$ cat config.mk
export PLATFORM = sky130hd
export DESIGN_NAME = estc_bank
export DESIGN_NICKNAME = d
export VERILOG_FILES = /design/src/hdl/estc_pkg.sv /design/src/hdl/estc_cfg_if.sv /design/src/hdl/estc_bank.sv /design/src/hdl/estc_port_ctl.sv
export VERILOG_INCLUDE_DIRS = /design/src /design/src/hdl
export SDC_FILE = /design/constraint.sdc
export NUM_CORES = 2
export LEC_CHECK = 0
export BUFFER_PORTS_ARGS = -buffer_cell sky130_fd_sc_hd__buf_2
export CAP_MARGIN = 20
export CORE_ASPECT_RATIO = 0.9
export CORE_MARGIN = 2
export CORE_UTILIZATION = 41
export CTS_CLUSTER_DIAMETER = 50
export DETAILED_ROUTE_END_ITERATION = 10
export PLACE_DENSITY = 0.64
export SETUP_SLACK_MARGIN = 0.15
export SLEW_MARGIN = 15
export SYNTH_ARGS = -nofsm -noshare
export SYNTH_HDL_FRONTEND = slang
export SYNTH_SLANG_ARGS = --single-unit
$ cat constraint.sdc
create_clock -name CLK -period 2.5 [get_ports CLK]
set_clock_uncertainty 0.15 [all_clocks]
set_input_delay 0.5 -clock CLK [delete_from_list [all_inputs] [get_ports CLK]]
set_output_delay 0.5 -clock CLK [all_outputs]
set_load 0.02 [all_outputs]
$ cat src/hdl/estc_defines.svh
// Offsets, field positions, reset values and timing counts for the receive
// configuration bank. Assumes register indices are scaled by four on the bus.
`ifndef ESTC_DEFINES_SVH
`define ESTC_DEFINES_SVH

// Register indices within one port window
`define ESTC_IDX_SYNC_CFG     9'h084
`define ESTC_IDX_ESTORE       9'h085
`define ESTC_IDX_ERRCNT       9'h086
`define ESTC_IDX_WMARK        9'h087
`define ESTC_IDX_IBO          9'h088
`define ESTC_IDX_STATUS       9'h08F
// Port window strides, in register indices
`define ESTC_PORT_STRIDE      14'h0200
`define ESTC_BANK_STRIDE      14'h2000
`define ESTC_NUM_PORTS        16

// Reset values
`define ESTC_RST_SYNC_CFG     8'h04
`define ESTC_RST_ZERO         8'h00

// Sync configuration fields
`define ESTC_B_SMS1           0
`define ESTC_B_SMS2           1
`define ESTC_B_SDIR           2
// Elastic store control fields
`define ESTC_B_ES_EN          0
`define ESTC_B_ES_MINDLY      1
`define ESTC_B_ES_RESET       2
`define ESTC_B_ES_ALIGN       3
`define ESTC_B_SLIPZONE       4
`define ESTC_B_GAPCLK         6
`define ESTC_B_DATFMT         7
// Error counter configuration fields
`define ESTC_B_LCV_FN         0
`define ESTC_B_OOS_FN         1
`define ESTC_B_FS_RPT         2
`define ESTC_B_ACC_MODE       3
`define ESTC_B_IVL_SEL        4
`define ESTC_B_MAN_UPD        5
`define ESTC_B_MAN_SRC        6
`define ESTC_B_SHARED_SEC     7
// Interleave and watermark fields
`define ESTC_B_IBO_EN         3
`define ESTC_B_IBO_SEL        4
`define ESTC_W_WMARK_LSB      0

// Watermark levels in bytes
`define ESTC_WM_LVL0          6'h04
`define ESTC_WM_LVL1          6'h10
`define ESTC_WM_LVL2          6'h20
`define ESTC_WM_LVL3          6'h30
// Slip zone thresholds in bytes
`define ESTC_SLIP_WIDE        4'h9
`define ESTC_SLIP_NARROW      4'h2

// Timing, in nanoseconds and frames
`define ESTC_CLK_NS           100
`define ESTC_SECOND_NS        1000000000
`define ESTC_FRAME_NS         125000
`define ESTC_T1_IVL_FRAMES    333
`define ESTC_E1_IVL_FRAMES    500
`define ESTC_SECOND_CYC       (`ESTC_SECOND_NS / `ESTC_CLK_NS)
`define ESTC_T1_IVL_CYC       ((`ESTC_T1_IVL_FRAMES * `ESTC_FRAME_NS) / `ESTC_CLK_NS)
`define ESTC_E1_IVL_CYC       ((`ESTC_E1_IVL_FRAMES * `ESTC_FRAME_NS) / `ESTC_CLK_NS)

`endif

$ cat src/hdl/estc_pkg.sv
// Types used by the receive configuration bank to decode bus addresses.
// Assumes constants come from estc_defines.svh.
package estc_pkg;
  // Register selected by a bus address
  typedef enum logic [2:0] {REG_NONE, REG_SYNC, REG_ESTORE, REG_ERRCNT, REG_WMARK, REG_IBO, REG_STATUS} estc_reg_t;
  // Decoded bus address
  typedef struct packed {
    logic      [3:0] port;
    estc_reg_t       sel;
  } estc_dec_t;
endpackage : estc_pkg

$ cat src/hdl/estc_cfg_if.sv
// Bundle between the register bank and one per-port control slice.
// Assumes both ends run on the bank clock.
`timescale 1ns/1ps
`default_nettype none
interface estc_cfg_if;
  logic [7:0] estore;     // Elastic store control byte
  logic [7:0] errcnt;     // Error counter configuration byte
  logic       e1;         // Port runs E1 framing
  logic       es_close;   // Store pointers closer than half a frame
  logic       ext_rise;   // Rising edge of counter latch pin
  logic       shared_sec; // One-second tick of the first port
  logic       sec_tick;   // This port's one-second tick
  logic       align_p;    // Align command pulse
  logic       reset_p;    // Store reset command pulse
  logic       latch_p;    // Counter latch pulse
  logic [7:0] counter_latch_input;  // Number of latches taken
  modport bank (output estore, errcnt, e1, es_close, ext_rise, shared_sec,
                input  sec_tick, align_p, reset_p, latch_p, counter_latch_input);
  modport ctl  (input  estore, errcnt, e1, es_close, ext_rise, shared_sec,
                output sec_tick, align_p, reset_p, latch_p, counter_latch_input);
endinterface : estc_cfg_if
`default_nettype wire

$ cat src/hdl/estc_bank.sv
// Receive sync, elastic store, error counter, watermark and interleave
// configuration for sixteen framer ports, reached over AXI4-Lite.
// Assumes one clock, synchronous active-low reset, a 16-bit byte address.
//
// Added by the designer: register access over AXI4-Lite.
`timescale 1ns/1ps
`default_nettype none
`include "estc_defines.svh"
module estc_bank #(
  parameter logic [23:0] SECOND_CYC = 24'(`ESTC_SECOND_CYC), // One-second count
  parameter logic [23:0] T1_IVL_CYC = 24'(`ESTC_T1_IVL_CYC), // T1 interval count
  parameter logic [23:0] E1_IVL_CYC = 24'(`ESTC_E1_IVL_CYC)  // E1 interval count
) (
  input  wire logic        CLK,             // 10 MHz bank clock
  input  wire logic        RESET_N,         // Synchronous reset, active low
  input  wire logic [15:0] S_AXI_AWADDR,    // Write address
  input  wire logic        S_AXI_AWVALID,   // Write address valid
  output logic             S_AXI_AWREADY,   // Write address ready
  input  wire logic [31:0] S_AXI_WDATA,     // Write data
  input  wire logic [3:0]  S_AXI_WSTRB,     // Write byte strobes
  input  wire logic        S_AXI_WVALID,    // Write data valid
  output logic             S_AXI_WREADY,    // Write data ready
  output logic [1:0]       S_AXI_BRESP,     // Write response
  output logic             S_AXI_BVALID,    // Write response valid
  input  wire logic        S_AXI_BREADY,    // Write response ready
  input  wire logic [15:0] S_AXI_ARADDR,    // Read address
  input  wire logic        S_AXI_ARVALID,   // Read address valid
  output logic             S_AXI_ARREADY,   // Read address ready
  output logic [31:0]      S_AXI_RDATA,     // Read data
  output logic [1:0]       S_AXI_RRESP,     // Read response
  output logic             S_AXI_RVALID,    // Read data valid
  input  wire logic        S_AXI_RREADY,    // Read data ready
  input  wire logic [15:0] E1_MODE,         // Per-port E1 framing, same clock
  input  wire logic [15:0] CONVERT_MODE,    // Per-port T1/E1 rate conversion
  input  wire logic [15:0] ES_CLOSE,        // Store pointers under half frame
  input  wire logic        COUNT_LATCH_PIN, // External counter latch, async
  output logic [15:0]      SYNC_OE,         // Sync pin driven as output
  output logic [15:0]      SYNC_MULTIFRAME, // Sync output gives multiframes
  output logic [15:0]      SYNC_DOUBLE,     // Double-wide signaling frame pulse
  output logic [15:0]      SYNC_CRC4,       // Sync pin marks CRC-4 boundaries
  output logic [15:0]      MFSYNC_CRC4,     // Multiframe pin marks CRC-4
  output logic [15:0]      DATA_56K,        // Seven of eight bits carry data
  output logic [15:0]      GAPPED_CLK,      // Gapped channel clock enable
  output logic [63:0]      SLIP_BYTES,      // Slip threshold, 4 bits per port
  output logic [15:0]      ES_MIN_DELAY,    // Store at 32-bit depth
  output logic [15:0]      ES_ENABLE,       // Store in the data path
  output logic [15:0]      ES_ALIGN,        // Align pulse
  output logic [15:0]      ES_RESET,        // Store reset pulse
  output logic [15:0]      COUNT_LATCH,     // Error counter latch pulse
  output logic [15:0]      FS_REPORT,       // Path counter includes Fs bits
  output logic [15:0]      OOS_MULTIFRAME,  // Count multiframes out of sync
  output logic [15:0]      LCV_EXCESS_ZERO, // Line counter includes zeros
  output logic [95:0]      FIFO_MARK,       // Watermark bytes, 6 bits per port
  output logic [15:0]      IBO_FRAME,       // Frame interleave selected
  output logic [15:0]      IBO_ENABLE       // Interleave bus on
);
  localparam int NP = `ESTC_NUM_PORTS;

  // Map a byte address to port and register
  function automatic estc_pkg::estc_dec_t decode(input logic [15:0] addr);
    logic [13:0]         idx;
    estc_pkg::estc_dec_t d;
    idx    = addr[15:2];
    d.port = {idx[13], idx[11:9]};
    unique case (idx[8:0])
      `ESTC_IDX_SYNC_CFG: d.sel = estc_pkg::REG_SYNC;
      `ESTC_IDX_ESTORE:   d.sel = estc_pkg::REG_ESTORE;
      `ESTC_IDX_ERRCNT:   d.sel = estc_pkg::REG_ERRCNT;
      `ESTC_IDX_WMARK:    d.sel = estc_pkg::REG_WMARK;
      `ESTC_IDX_IBO:      d.sel = estc_pkg::REG_IBO;
      `ESTC_IDX_STATUS:   d.sel = estc_pkg::REG_STATUS;
      default:            d.sel = estc_pkg::REG_NONE;
    endcase
    // Second bank sits 2000h above the first: the two upper bits agree
    if (idx[12] != idx[13] || addr[1:0] != 2'h0) begin
      d.sel = estc_pkg::REG_NONE;
    end
    return d;
  endfunction : decode

  // Watermark field to byte level
  function automatic logic [5:0] mark_level(input logic [1:0] f);
    unique case (f)
      2'h0: mark_level = `ESTC_WM_LVL0;
      2'h1: mark_level = `ESTC_WM_LVL1;
      2'h2: mark_level = `ESTC_WM_LVL2;
      2'h3: mark_level = `ESTC_WM_LVL3;
    endcase
  endfunction : mark_level

  logic [7:0] sync_q [NP];
  logic [7:0] sync_d [NP];
  logic [7:0] es_q   [NP];
  logic [7:0] es_d   [NP];
  logic [7:0] ec_q   [NP];
  logic [7:0] ec_d   [NP];
  logic [7:0] wm_q   [NP];
  logic [7:0] wm_d   [NP];
  logic [7:0] ibo_q  [NP];
  logic [7:0] ibo_d  [NP];
  logic [7:0] lcnt   [NP];
  logic [NP-1:0] sec_tick;

  logic        aw_q, aw_d, w_q, w_d, b_q, b_d, r_q, r_d;
  logic [15:0] awaddr_q, awaddr_d;
  logic [7:0]  wdata_q, wdata_d;
  logic        wstrb_q, wstrb_d;
  logic [1:0]  bresp_q, bresp_d, rresp_q, rresp_d;
  logic [31:0] rdata_q, rdata_d;
  logic [2:0]  pin_q, pin_d;
  estc_pkg::estc_dec_t wdec, rdec;
  logic        wr_go;

  // Bus handshakes: one write and one read in flight at a time
  assign S_AXI_AWREADY = ~aw_q & ~b_q;
  assign S_AXI_WREADY  = ~w_q & ~b_q;
  assign S_AXI_ARREADY = ~r_q;
  assign S_AXI_BVALID  = b_q;
  assign S_AXI_BRESP   = bresp_q;
  assign S_AXI_RVALID  = r_q;
  assign S_AXI_RRESP   = rresp_q;
  assign S_AXI_RDATA   = rdata_q;

  // Bus channel and pin synchroniser next state
  always_comb begin
    aw_d     = aw_q;
    w_d      = w_q;
    b_d      = b_q;
    r_d      = r_q;
    awaddr_d = awaddr_q;
    wdata_d  = wdata_q;
    wstrb_d  = wstrb_q;
    bresp_d  = bresp_q;
    rresp_d  = rresp_q;
    rdata_d  = rdata_q;
    // Latch pin through two stages before the edge stage reads it
    pin_d    = {pin_q[1:0], COUNT_LATCH_PIN};
    if (S_AXI_AWVALID && S_AXI_AWREADY) begin
      aw_d     = 1'b1;
      awaddr_d = S_AXI_AWADDR;
    end
    if (S_AXI_WVALID && S_AXI_WREADY) begin
      w_d     = 1'b1;
      wdata_d = S_AXI_WDATA[7:0];
      wstrb_d = S_AXI_WSTRB[0];
    end
    wdec  = decode(awaddr_q);
    wr_go = aw_q & w_q & ~b_q;
    if (wr_go) begin
      aw_d    = 1'b0;
      w_d     = 1'b0;
      b_d     = 1'b1;
      bresp_d = (wdec.sel == estc_pkg::REG_NONE) ? 2'h2 : 2'h0;
    end else if (b_q && S_AXI_BREADY) begin
      b_d = 1'b0;
    end
    rdec = decode(S_AXI_ARADDR);
    if (S_AXI_ARVALID && S_AXI_ARREADY) begin
      r_d     = 1'b1;
      rresp_d = 2'h0;
      unique case (rdec.sel)
        estc_pkg::REG_SYNC:   rdata_d = {24'h000000, sync_q[rdec.port]};
        estc_pkg::REG_ESTORE: rdata_d = {24'h000000, es_q[rdec.port]};
        estc_pkg::REG_ERRCNT: rdata_d = {24'h000000, ec_q[rdec.port]};
        estc_pkg::REG_WMARK:  rdata_d = {24'h000000, wm_q[rdec.port]};
        estc_pkg::REG_IBO:    rdata_d = {24'h000000, ibo_q[rdec.port]};
        estc_pkg::REG_STATUS: rdata_d = {24'h000000, lcnt[rdec.port]};
        estc_pkg::REG_NONE: begin
          rdata_d = 32'h00000000;
          rresp_d = 2'h2;
        end
      endcase
    end else if (r_q && S_AXI_RREADY) begin
      r_d = 1'b0;
    end
  end

  // Bus channel and synchroniser registers
  always_ff @(posedge CLK) begin
    if (!RESET_N) begin
      aw_q     <= 1'b0;
      w_q      <= 1'b0;
      b_q      <= 1'b0;
      r_q      <= 1'b0;
      awaddr_q <= 16'h0000;
      wdata_q  <= 8'h00;
      wstrb_q  <= 1'b0;
      bresp_q  <= 2'h0;
      rresp_q  <= 2'h0;
      rdata_q  <= 32'h00000000;
      pin_q    <= 3'h0;
    end else begin
      aw_q     <= aw_d;
      w_q      <= w_d;
      b_q      <= b_d;
      r_q      <= r_d;
      awaddr_q <= awaddr_d;
      wdata_q  <= wdata_d;
      wstrb_q  <= wstrb_d;
      bresp_q  <= bresp_d;
      rresp_q  <= rresp_d;
      rdata_q  <= rdata_d;
      pin_q    <= pin_d;
    end
  end

  // Register file next state; only byte lane 0 carries a register
  always_comb begin
    for (int i = 0; i < NP; i++) begin
      sync_d[i] = sync_q[i];
      es_d[i]   = es_q[i];
      ec_d[i]   = ec_q[i];
      wm_d[i]   = wm_q[i];
      ibo_d[i]  = ibo_q[i];
      if (wr_go && wstrb_q && wdec.port == 4'(i)) begin
        unique case (wdec.sel)
          estc_pkg::REG_SYNC:   sync_d[i] = {5'h00, wdata_q[2:0]};
          estc_pkg::REG_ESTORE: es_d[i]   = {wdata_q[7:6], 1'b0, wdata_q[4:0]};
          estc_pkg::REG_ERRCNT: ec_d[i]   = wdata_q;
          estc_pkg::REG_WMARK:  wm_d[i]   = {6'h00, wdata_q[1:0]};
          estc_pkg::REG_IBO:    ibo_d[i]  = {3'h0, wdata_q[4:3], 3'h0};
          estc_pkg::REG_STATUS, estc_pkg::REG_NONE: ;
        endcase
      end
    end
  end

  // Register file flops; sync pin starts as an output, as the store starts bypassed
  always_ff @(posedge CLK) begin
    for (int i = 0; i < NP; i++) begin
      if (!RESET_N) begin
        sync_q[i] <= `ESTC_RST_SYNC_CFG;
        es_q[i]   <= `ESTC_RST_ZERO;
        ec_q[i]   <= `ESTC_RST_ZERO;
        wm_q[i]   <= `ESTC_RST_ZERO;
        ibo_q[i]  <= `ESTC_RST_ZERO;
      end else begin
        sync_q[i] <= sync_d[i];
        es_q[i]   <= es_d[i];
        ec_q[i]   <= ec_d[i];
        wm_q[i]   <= wm_d[i];
        ibo_q[i]  <= ibo_d[i];
      end
    end
  end

  // Per-port decode and control slices
  for (genvar p = 0; p < NP; p++) begin : g_port
    estc_cfg_if cfg ();
    logic es_en, sdir_out, e1;

    assign cfg.estore     = es_q[p];
    assign cfg.errcnt     = ec_q[p];
    assign cfg.e1         = E1_MODE[p];
    assign cfg.es_close   = ES_CLOSE[p];
    assign cfg.ext_rise   = pin_q[1] & ~pin_q[2];
    // The first port gets its own tick as the shared second, so setting the bit changes nothing there
    assign cfg.shared_sec = (p == 0) ? sec_tick[0] : sec_tick[0];
    assign sec_tick[p]    = cfg.sec_tick;
    assign lcnt[p]        = cfg.counter_latch_input;

    estc_port_ctl #(
      .SECOND_CYC (SECOND_CYC),
      .T1_IVL_CYC (T1_IVL_CYC),
      .E1_IVL_CYC (E1_IVL_CYC)
    ) u_ctl (
      .CLK     (CLK),
      .RESET_N (RESET_N),
      .cfg     (cfg)
    );

    assign e1       = E1_MODE[p];
    assign es_en    = es_q[p][`ESTC_B_ES_EN];
    // Input direction is only honoured with the store in the path
    assign sdir_out = ~sync_q[p][`ESTC_B_SDIR] | ~es_en;

    // Sync pin and multiframe pin selection
    assign SYNC_OE[p]         = sdir_out;
    assign SYNC_MULTIFRAME[p] = sync_q[p][`ESTC_B_SMS1];
    assign SYNC_DOUBLE[p]     = ~e1 & sdir_out & ~sync_q[p][`ESTC_B_SMS1]
                                & sync_q[p][`ESTC_B_SMS2];
    assign SYNC_CRC4[p]       = e1 & sdir_out & sync_q[p][`ESTC_B_SMS1]
                                & sync_q[p][`ESTC_B_SMS2];
    assign MFSYNC_CRC4[p]     = e1 & sync_q[p][`ESTC_B_SMS2];

    // Elastic store and channel format controls
    assign DATA_56K[p]        = es_q[p][`ESTC_B_DATFMT];
    assign GAPPED_CLK[p]      = es_q[p][`ESTC_B_GAPCLK];
    // Slip zone only matters while converting between line rates
    assign SLIP_BYTES[4*p +: 4] = ~CONVERT_MODE[p] ? 4'h0 :
                                  es_q[p][`ESTC_B_SLIPZONE] ? `ESTC_SLIP_NARROW : `ESTC_SLIP_WIDE;
    assign ES_MIN_DELAY[p]    = es_q[p][`ESTC_B_ES_MINDLY];
    assign ES_ENABLE[p]       = es_en;
    assign ES_ALIGN[p]        = cfg.align_p;
    assign ES_RESET[p]        = cfg.reset_p;

    // Error counter behaviour selects
    assign COUNT_LATCH[p]     = cfg.latch_p;
    assign FS_REPORT[p]       = ~e1 & ec_q[p][`ESTC_B_FS_RPT];
    assign OOS_MULTIFRAME[p]  = ~e1 & ec_q[p][`ESTC_B_OOS_FN];
    assign LCV_EXCESS_ZERO[p] = ec_q[p][`ESTC_B_LCV_FN];

    // Receive FIFO and interleave bus
    assign FIFO_MARK[6*p +: 6] = mark_level(wm_q[p][`ESTC_W_WMARK_LSB +: 2]);
    assign IBO_FRAME[p]        = ibo_q[p][`ESTC_B_IBO_SEL];
    assign IBO_ENABLE[p]       = ibo_q[p][`ESTC_B_IBO_EN];
  end
endmodule : estc_bank
`default_nettype wire

$ cat src/hdl/estc_port_ctl.sv
// Per-port command edges and error counter update timing.
// Assumes one clock, synchronous active-low reset, inputs already synchronised.
`timescale 1ns/1ps
`default_nettype none
`include "estc_defines.svh"
module estc_port_ctl #(
  parameter logic [23:0] SECOND_CYC = 24'd10000000, // One second
  parameter logic [23:0] T1_IVL_CYC = 24'd416250,   // 333 T1 frames
  parameter logic [23:0] E1_IVL_CYC = 24'd625000    // 500 E1 frames
) (
  input wire logic  CLK,     // Bank clock
  input wire logic  RESET_N, // Synchronous reset, active low
  estc_cfg_if.ctl   cfg      // Configuration and pulses
);
  logic [1:0]  cmd_q, cmd_d;
  logic        man_q, man_d;
  logic [23:0] sec_q, sec_d;
  logic [23:0] ivl_q, ivl_d;
  logic        align_q, align_d, reset_q, reset_d, latch_q, latch_d;
  logic [7:0]  lcnt_q, lcnt_d;
  logic [23:0] ivl_lim;
  logic        sec_hit, ivl_hit, manual_count_update_rise, auto_tick;

  // Next state: edges act once per transition, not while held
  always_comb begin
    cmd_d     = {cfg.estore[`ESTC_B_ES_ALIGN], cfg.estore[`ESTC_B_ES_RESET]};
    man_d     = cfg.errcnt[`ESTC_B_MAN_UPD];
    manual_count_update_rise = man_d & ~man_q;
    align_d   = cmd_d[1] & ~cmd_q[1] & cfg.es_close;
    reset_d   = cmd_d[0] & ~cmd_q[0];
    ivl_lim   = cfg.e1 ? E1_IVL_CYC : T1_IVL_CYC;
    sec_hit   = (sec_q >= SECOND_CYC - 24'h000001);
    ivl_hit   = (ivl_q >= ivl_lim - 24'h000001);
    sec_d     = sec_hit ? 24'h000000 : sec_q + 24'h000001;
    ivl_d     = ivl_hit ? 24'h000000 : ivl_q + 24'h000001;
    // Timed source: frame interval, own second or the shared second
    if (cfg.errcnt[`ESTC_B_IVL_SEL]) begin
      auto_tick = ivl_hit;
    end else if (cfg.errcnt[`ESTC_B_SHARED_SEC]) begin
      auto_tick = cfg.shared_sec;
    end else begin
      auto_tick = sec_hit;
    end
    // Manual mode latches on the pin or on the software bit
    if (cfg.errcnt[`ESTC_B_ACC_MODE]) begin
      latch_d = cfg.errcnt[`ESTC_B_MAN_SRC] ? cfg.ext_rise : manual_count_update_rise;
    end else begin
      latch_d = auto_tick;
    end
    lcnt_d = latch_q ? lcnt_q + 8'h01 : lcnt_q;
  end

  // Registers
  always_ff @(posedge CLK) begin
    if (!RESET_N) begin
      cmd_q   <= 2'h0;
      man_q   <= 1'b0;
      sec_q   <= 24'h000000;
      ivl_q   <= 24'h000000;
      align_q <= 1'b0;
      reset_q <= 1'b0;
      latch_q <= 1'b0;
      lcnt_q  <= 8'h00;
    end else begin
      cmd_q   <= cmd_d;
      man_q   <= man_d;
      sec_q   <= sec_d;
      ivl_q   <= ivl_d;
      align_q <= align_d;
      reset_q <= reset_d;
      latch_q <= latch_d;
      lcnt_q  <= lcnt_d;
    end
  end

  assign cfg.sec_tick  = sec_hit;
  assign cfg.align_p   = align_q;
  assign cfg.reset_p   = reset_q;
  assign cfg.latch_p   = latch_q;
  assign cfg.counter_latch_input = lcnt_q;
endmodule : estc_port_ctl
`default_nettype wire

==> summary.md <==
| Metric | Value |
|---|---|
| Status | `finished with violations` |
| Failing checks | `max-capacitance violations, max-slew violations` |
| Die ar. | `164000 um2` |
| Starting DRC count in detailed routing | `4315` |
| CTS buffer count | `159` |
| Non-Filler Instances | `10408` |
| Area of the mapped netlist | `65900 um2` |
| Ys Warns | `0` |
| Sequential share of power | `46.0%` |
| CTS tree | `done` |
| Startpoint types | `flip-flop` |
| H-tree depth | `4` |
| Peak per-stage delay on the critical path | `0.47 ns` |
| CP required | `3.07 ns` |
| Via density | `5.30` |
| Layout cells sized above 1 | `21.7%` |
| Initial Util | `41.3%` |
| Flops & latches, synth | `1386` |
| Aggregate global-route resource usage | `23.1%` |
| Row count | `139` |
| Vias in the first global route | `52314` |
| Number of flops mapped to enable cells by yosys | `0` |
| Critical path class | `reg -> reg` |
| Largest net degree at the start of global routing | `74` |
| Synth unique cells | `84` |
| Power Internal | `37.2 mW` |
| Die Ht | `384 um` |
| Die W | `427 um` |
| Count leader, synth | `dfxtp_1` |
| Clock share of power | `49.5%` |
| Grt ovf | `0` |
| Critical Path End Type | `flip-flop` |
| # DRC | `0` |
| Yosys top cell by area | `dfxtp_1` |
| Psw | `11.5 mW` |
| CORE AREA | `160000 um2` |
| Commonest cells post-synth | `dfxtp_1, nor2_1, nand2_1` |
| Clock sink count | `1386` |
| Period utilization | `99.9%` |
| Multi-input gate area | `36500 um2` |
| HP Class | `in -> reg` |
| Post-synthesis average cell area | `8.88 um2` |
| Routability Congestion | `0.909` |
| Post-DP Area | `72400 um2` |
| Crit path max-delay cell type | `a2111oi_2` |
| Root buf cell | `clkbuf_16` |
| Dpl cells | `10015` |
| Critical-path cell list | `ha_4, a211o_1, a31oi_1, o21ai_1, a2111oi_2, o211ai_1, buf_4, buf_12, nor2_4` |
| CP Max Fanout | `6` |
| Synthesized instance count | `7424` |
| IO Count | `597` |
| RSZ-0062 raised after global routing | `yes` |
| Final Max Tran Viols | `18` |
| NumNets Final | `8523` |
| Post-synthesis sequential area ratio | `42.1%` |
| Final setup vio count | `0` |
| Post-layout instance area | `80700 um2` |
| Clock buffer depth | `3` |
| Detailed Routing Iterations Pass 1 | `5` |
| Relative slew slack | `-0.662%` |
| Register Area | `27900 um2` |
| Port Buf Inserts | `479` |
| Switching Share | `23.5%` |
| Fmax | `400 MHz` |
| First-pass GRT wire length | `299 mm` |
| Area growth syn-to-layout | `22.3%` |
| Final ANT Viol Nets | `0` |
| Clk_lat worst skew | `0.81 ns` |
| Pleak | `32.2 nW` |
| Synth async-reset ratio | `0%` |
| Comb pwr share | `4.5%` |
| Clock-pin slew on the worst setup and hold paths | `0.06 ns` |
| Least-Margin Pin Slew | `1.51 ns` |
| Setup tns final | `0 ns` |
| Area share of the largest cell type after synthesis | `42.1%` |
| Routed length per instance | `18.9 um` |
| Tmin final | `2.50 ns` |
| Area contributors post-synth | `dfxtp_1, nor2_1, xor2_1, ha_1, nand2_1` |
| Prevailing post-synth register cell | `dfxtp_1` |
| Final WL | `196 mm` |
| Worst VDD drop | `0.507 mV` |
| Hold depth | `5` |
| Hold Fails Final Rpt | `0` |
| Fill cells | `14526` |
| Max-cap viol count | `1` |
| Final HPWL DP | `143 mm` |
| CP arrival | `3.07 ns` |
| PD cells | `604 nW/um2` |
| R2R depth | `9` |
| Initial antenna violation count | `13` |
| Vias after detailed routing | `55112` |
==> cell type report <==
type	count	area share, %
Antenna cell	5	0.0155
Inverter	111	0.529
Clock buffer	209	5.53
Timing Repair Buffer	1011	9.62
Tap cell	2115	3.28
Sequential cell	1386	34.5
Multi-Input combinational cell	5490	45.3
Clock inverter	81	1.22
==> logic make-up after synthesis <==
logic type / share of synthesized area (%)
AO/OA/AOI/OAI: 6.29
XOR/XNOR: 9.50
adder cells (fa/ha/maj): 4.55
buffers and inverters: 5.58
flip-flops: 42.1
multiplexers: 8.00
other: 0.00569
AND/OR/NAND/NOR: 24.0
==> stage by stage <==
stage	total power [mW]	util [%]	hold slack [ns]	setup WS, ns
after global placement	24.9	45.3	0.223	-0.310
after floorplan	24.1	-	0.217	0.150
after global routing	50.2	50.5	0.0640	-0.110
after detailed placement	24.9	45.3	0.223	-0.319
after CTS	49.0	49.6	0.00929	0.0417
final	48.7	50.5	0.0728	0.00129
==> critical path, delay by kind of cell (launching register included) <==
kind                     cells  cell delay (ns)
AND/OR/NAND/NOR              1             0.10
AO/OA/AOI/OAI                5             1.26
flip-flops                   1             0.36
buffers and inverters        2             0.34
adder cells (fa/ha/maj)      1             0.21
==> worst paths after layout <==
kind | start | end | slack, ns
worst min-delay path | S_AXI_ARADDR[5] | S_AXI_RRESP[1] | 0.07
worst max-delay path | g_port[1].u_ctl.ivl_q[3] | g_port[1].u_ctl.ivl_q[4] | 0.001
worst min register to register | g_port[1].u_ctl.cmd_q[0] | g_port[1].u_ctl.cfg.reset_p | 0.23
worst max register to register | g_port[1].u_ctl.ivl_q[3] | g_port[1].u_ctl.ivl_q[4] | 0.001
==> power groups by stage <==
stage | clock network (mW) | logic [mW] | registers [mW]
finish | 24.1 | 2.19 | 22.4
global route | 25.5 | 2.35 | 22.4
CTS | 24.6 | 2.10 | 22.4
detailed placement | 0 | 2.02 | 22.9
global placement | 0 | 1.99 | 22.9
floorplan | 0 | 1.29 | 22.8
==> per-layer routing <==
metal	vias to the layer above	share of wire, %	global-route usage (%)
met4	6	4.9	11.4
met5	-	0.022	0
met1	26425	43	30.4
met3	415	6.8	4.39
met2	1733	45	36.3
li1	26533	-	-
==> what timing repair did <==
| item | CTS | global route |
|---|---|---|
| pin swaps | 26 | 186 |
| setup buffers | 25 | 15 |
| gates resized for setup | 198 | 348 |
| cloned | 4 | 7 |
| hold buffers | 47 | 0 |
| endpoints found under the setup margin | 393 | 585 |
| endpoints found under the hold margin | 50 | 0 |
==> registers in the layout, summed over array words and instances, names as in the netlist, 3 cells and up <==
name / cells
es_q: 112
g_port.u_ctl.sec_q: 384
sync_q: 48
g_port.u_ctl.cfg.align_p: 16
ibo_q: 32
g_port.u_ctl.ivl_q: 384
wm_q: 32
g_port.u_ctl.cfg.latch_p: 16
g_port.u_ctl.cmd_q: 32
awaddr_q: 16
g_port.u_ctl.man_q: 16
wdata_q: 8
pin_q: 3
S_AXI_RDATA: 8
g_port.u_ctl.cfg.counter_latch_input: 128
g_port.u_ctl.cfg.reset_p: 16
ec_q: 128
==> placed cells by master (no fill, tap or decap), types with 42 or more instances in the layout <==
master / netlist / final
dfxtp_1: 1386 / 1302
nor2_1: 1262 / 1237
nand2_1: 773 / 653
buf_2: 29 / 461
xor2_1: 407 / 407
buf_4: 282 / 382
xnor2_1: 308 / 308
nand3_1: 310 / 305
ha_1: 240 / 236
mux2i_1: 240 / 234
nand4_1: 207 / 207
a21oi_1: 288 / 203
clkbuf_16: 0 / 165
and3_1: 147 / 141
conb_1: 1 / 138
o21ai_0: 143 / 137
mux4_2: 125 / 125
nor3_1: 127 / 124
and2_1: 116 / 113
inv_1: 111 / 107
nor2b_1: 100 / 92
a21oi_2: 0 / 85
nand2_4: 0 / 78
dfxtp_2: 0 / 77
buf_12: 0 / 72
and4_1: 55 / 55
or3_1: 53 / 52
dlygate4sd3_1: 0 / 47
nand2_2: 0 / 42
Power figures use the tool's default switching activity.
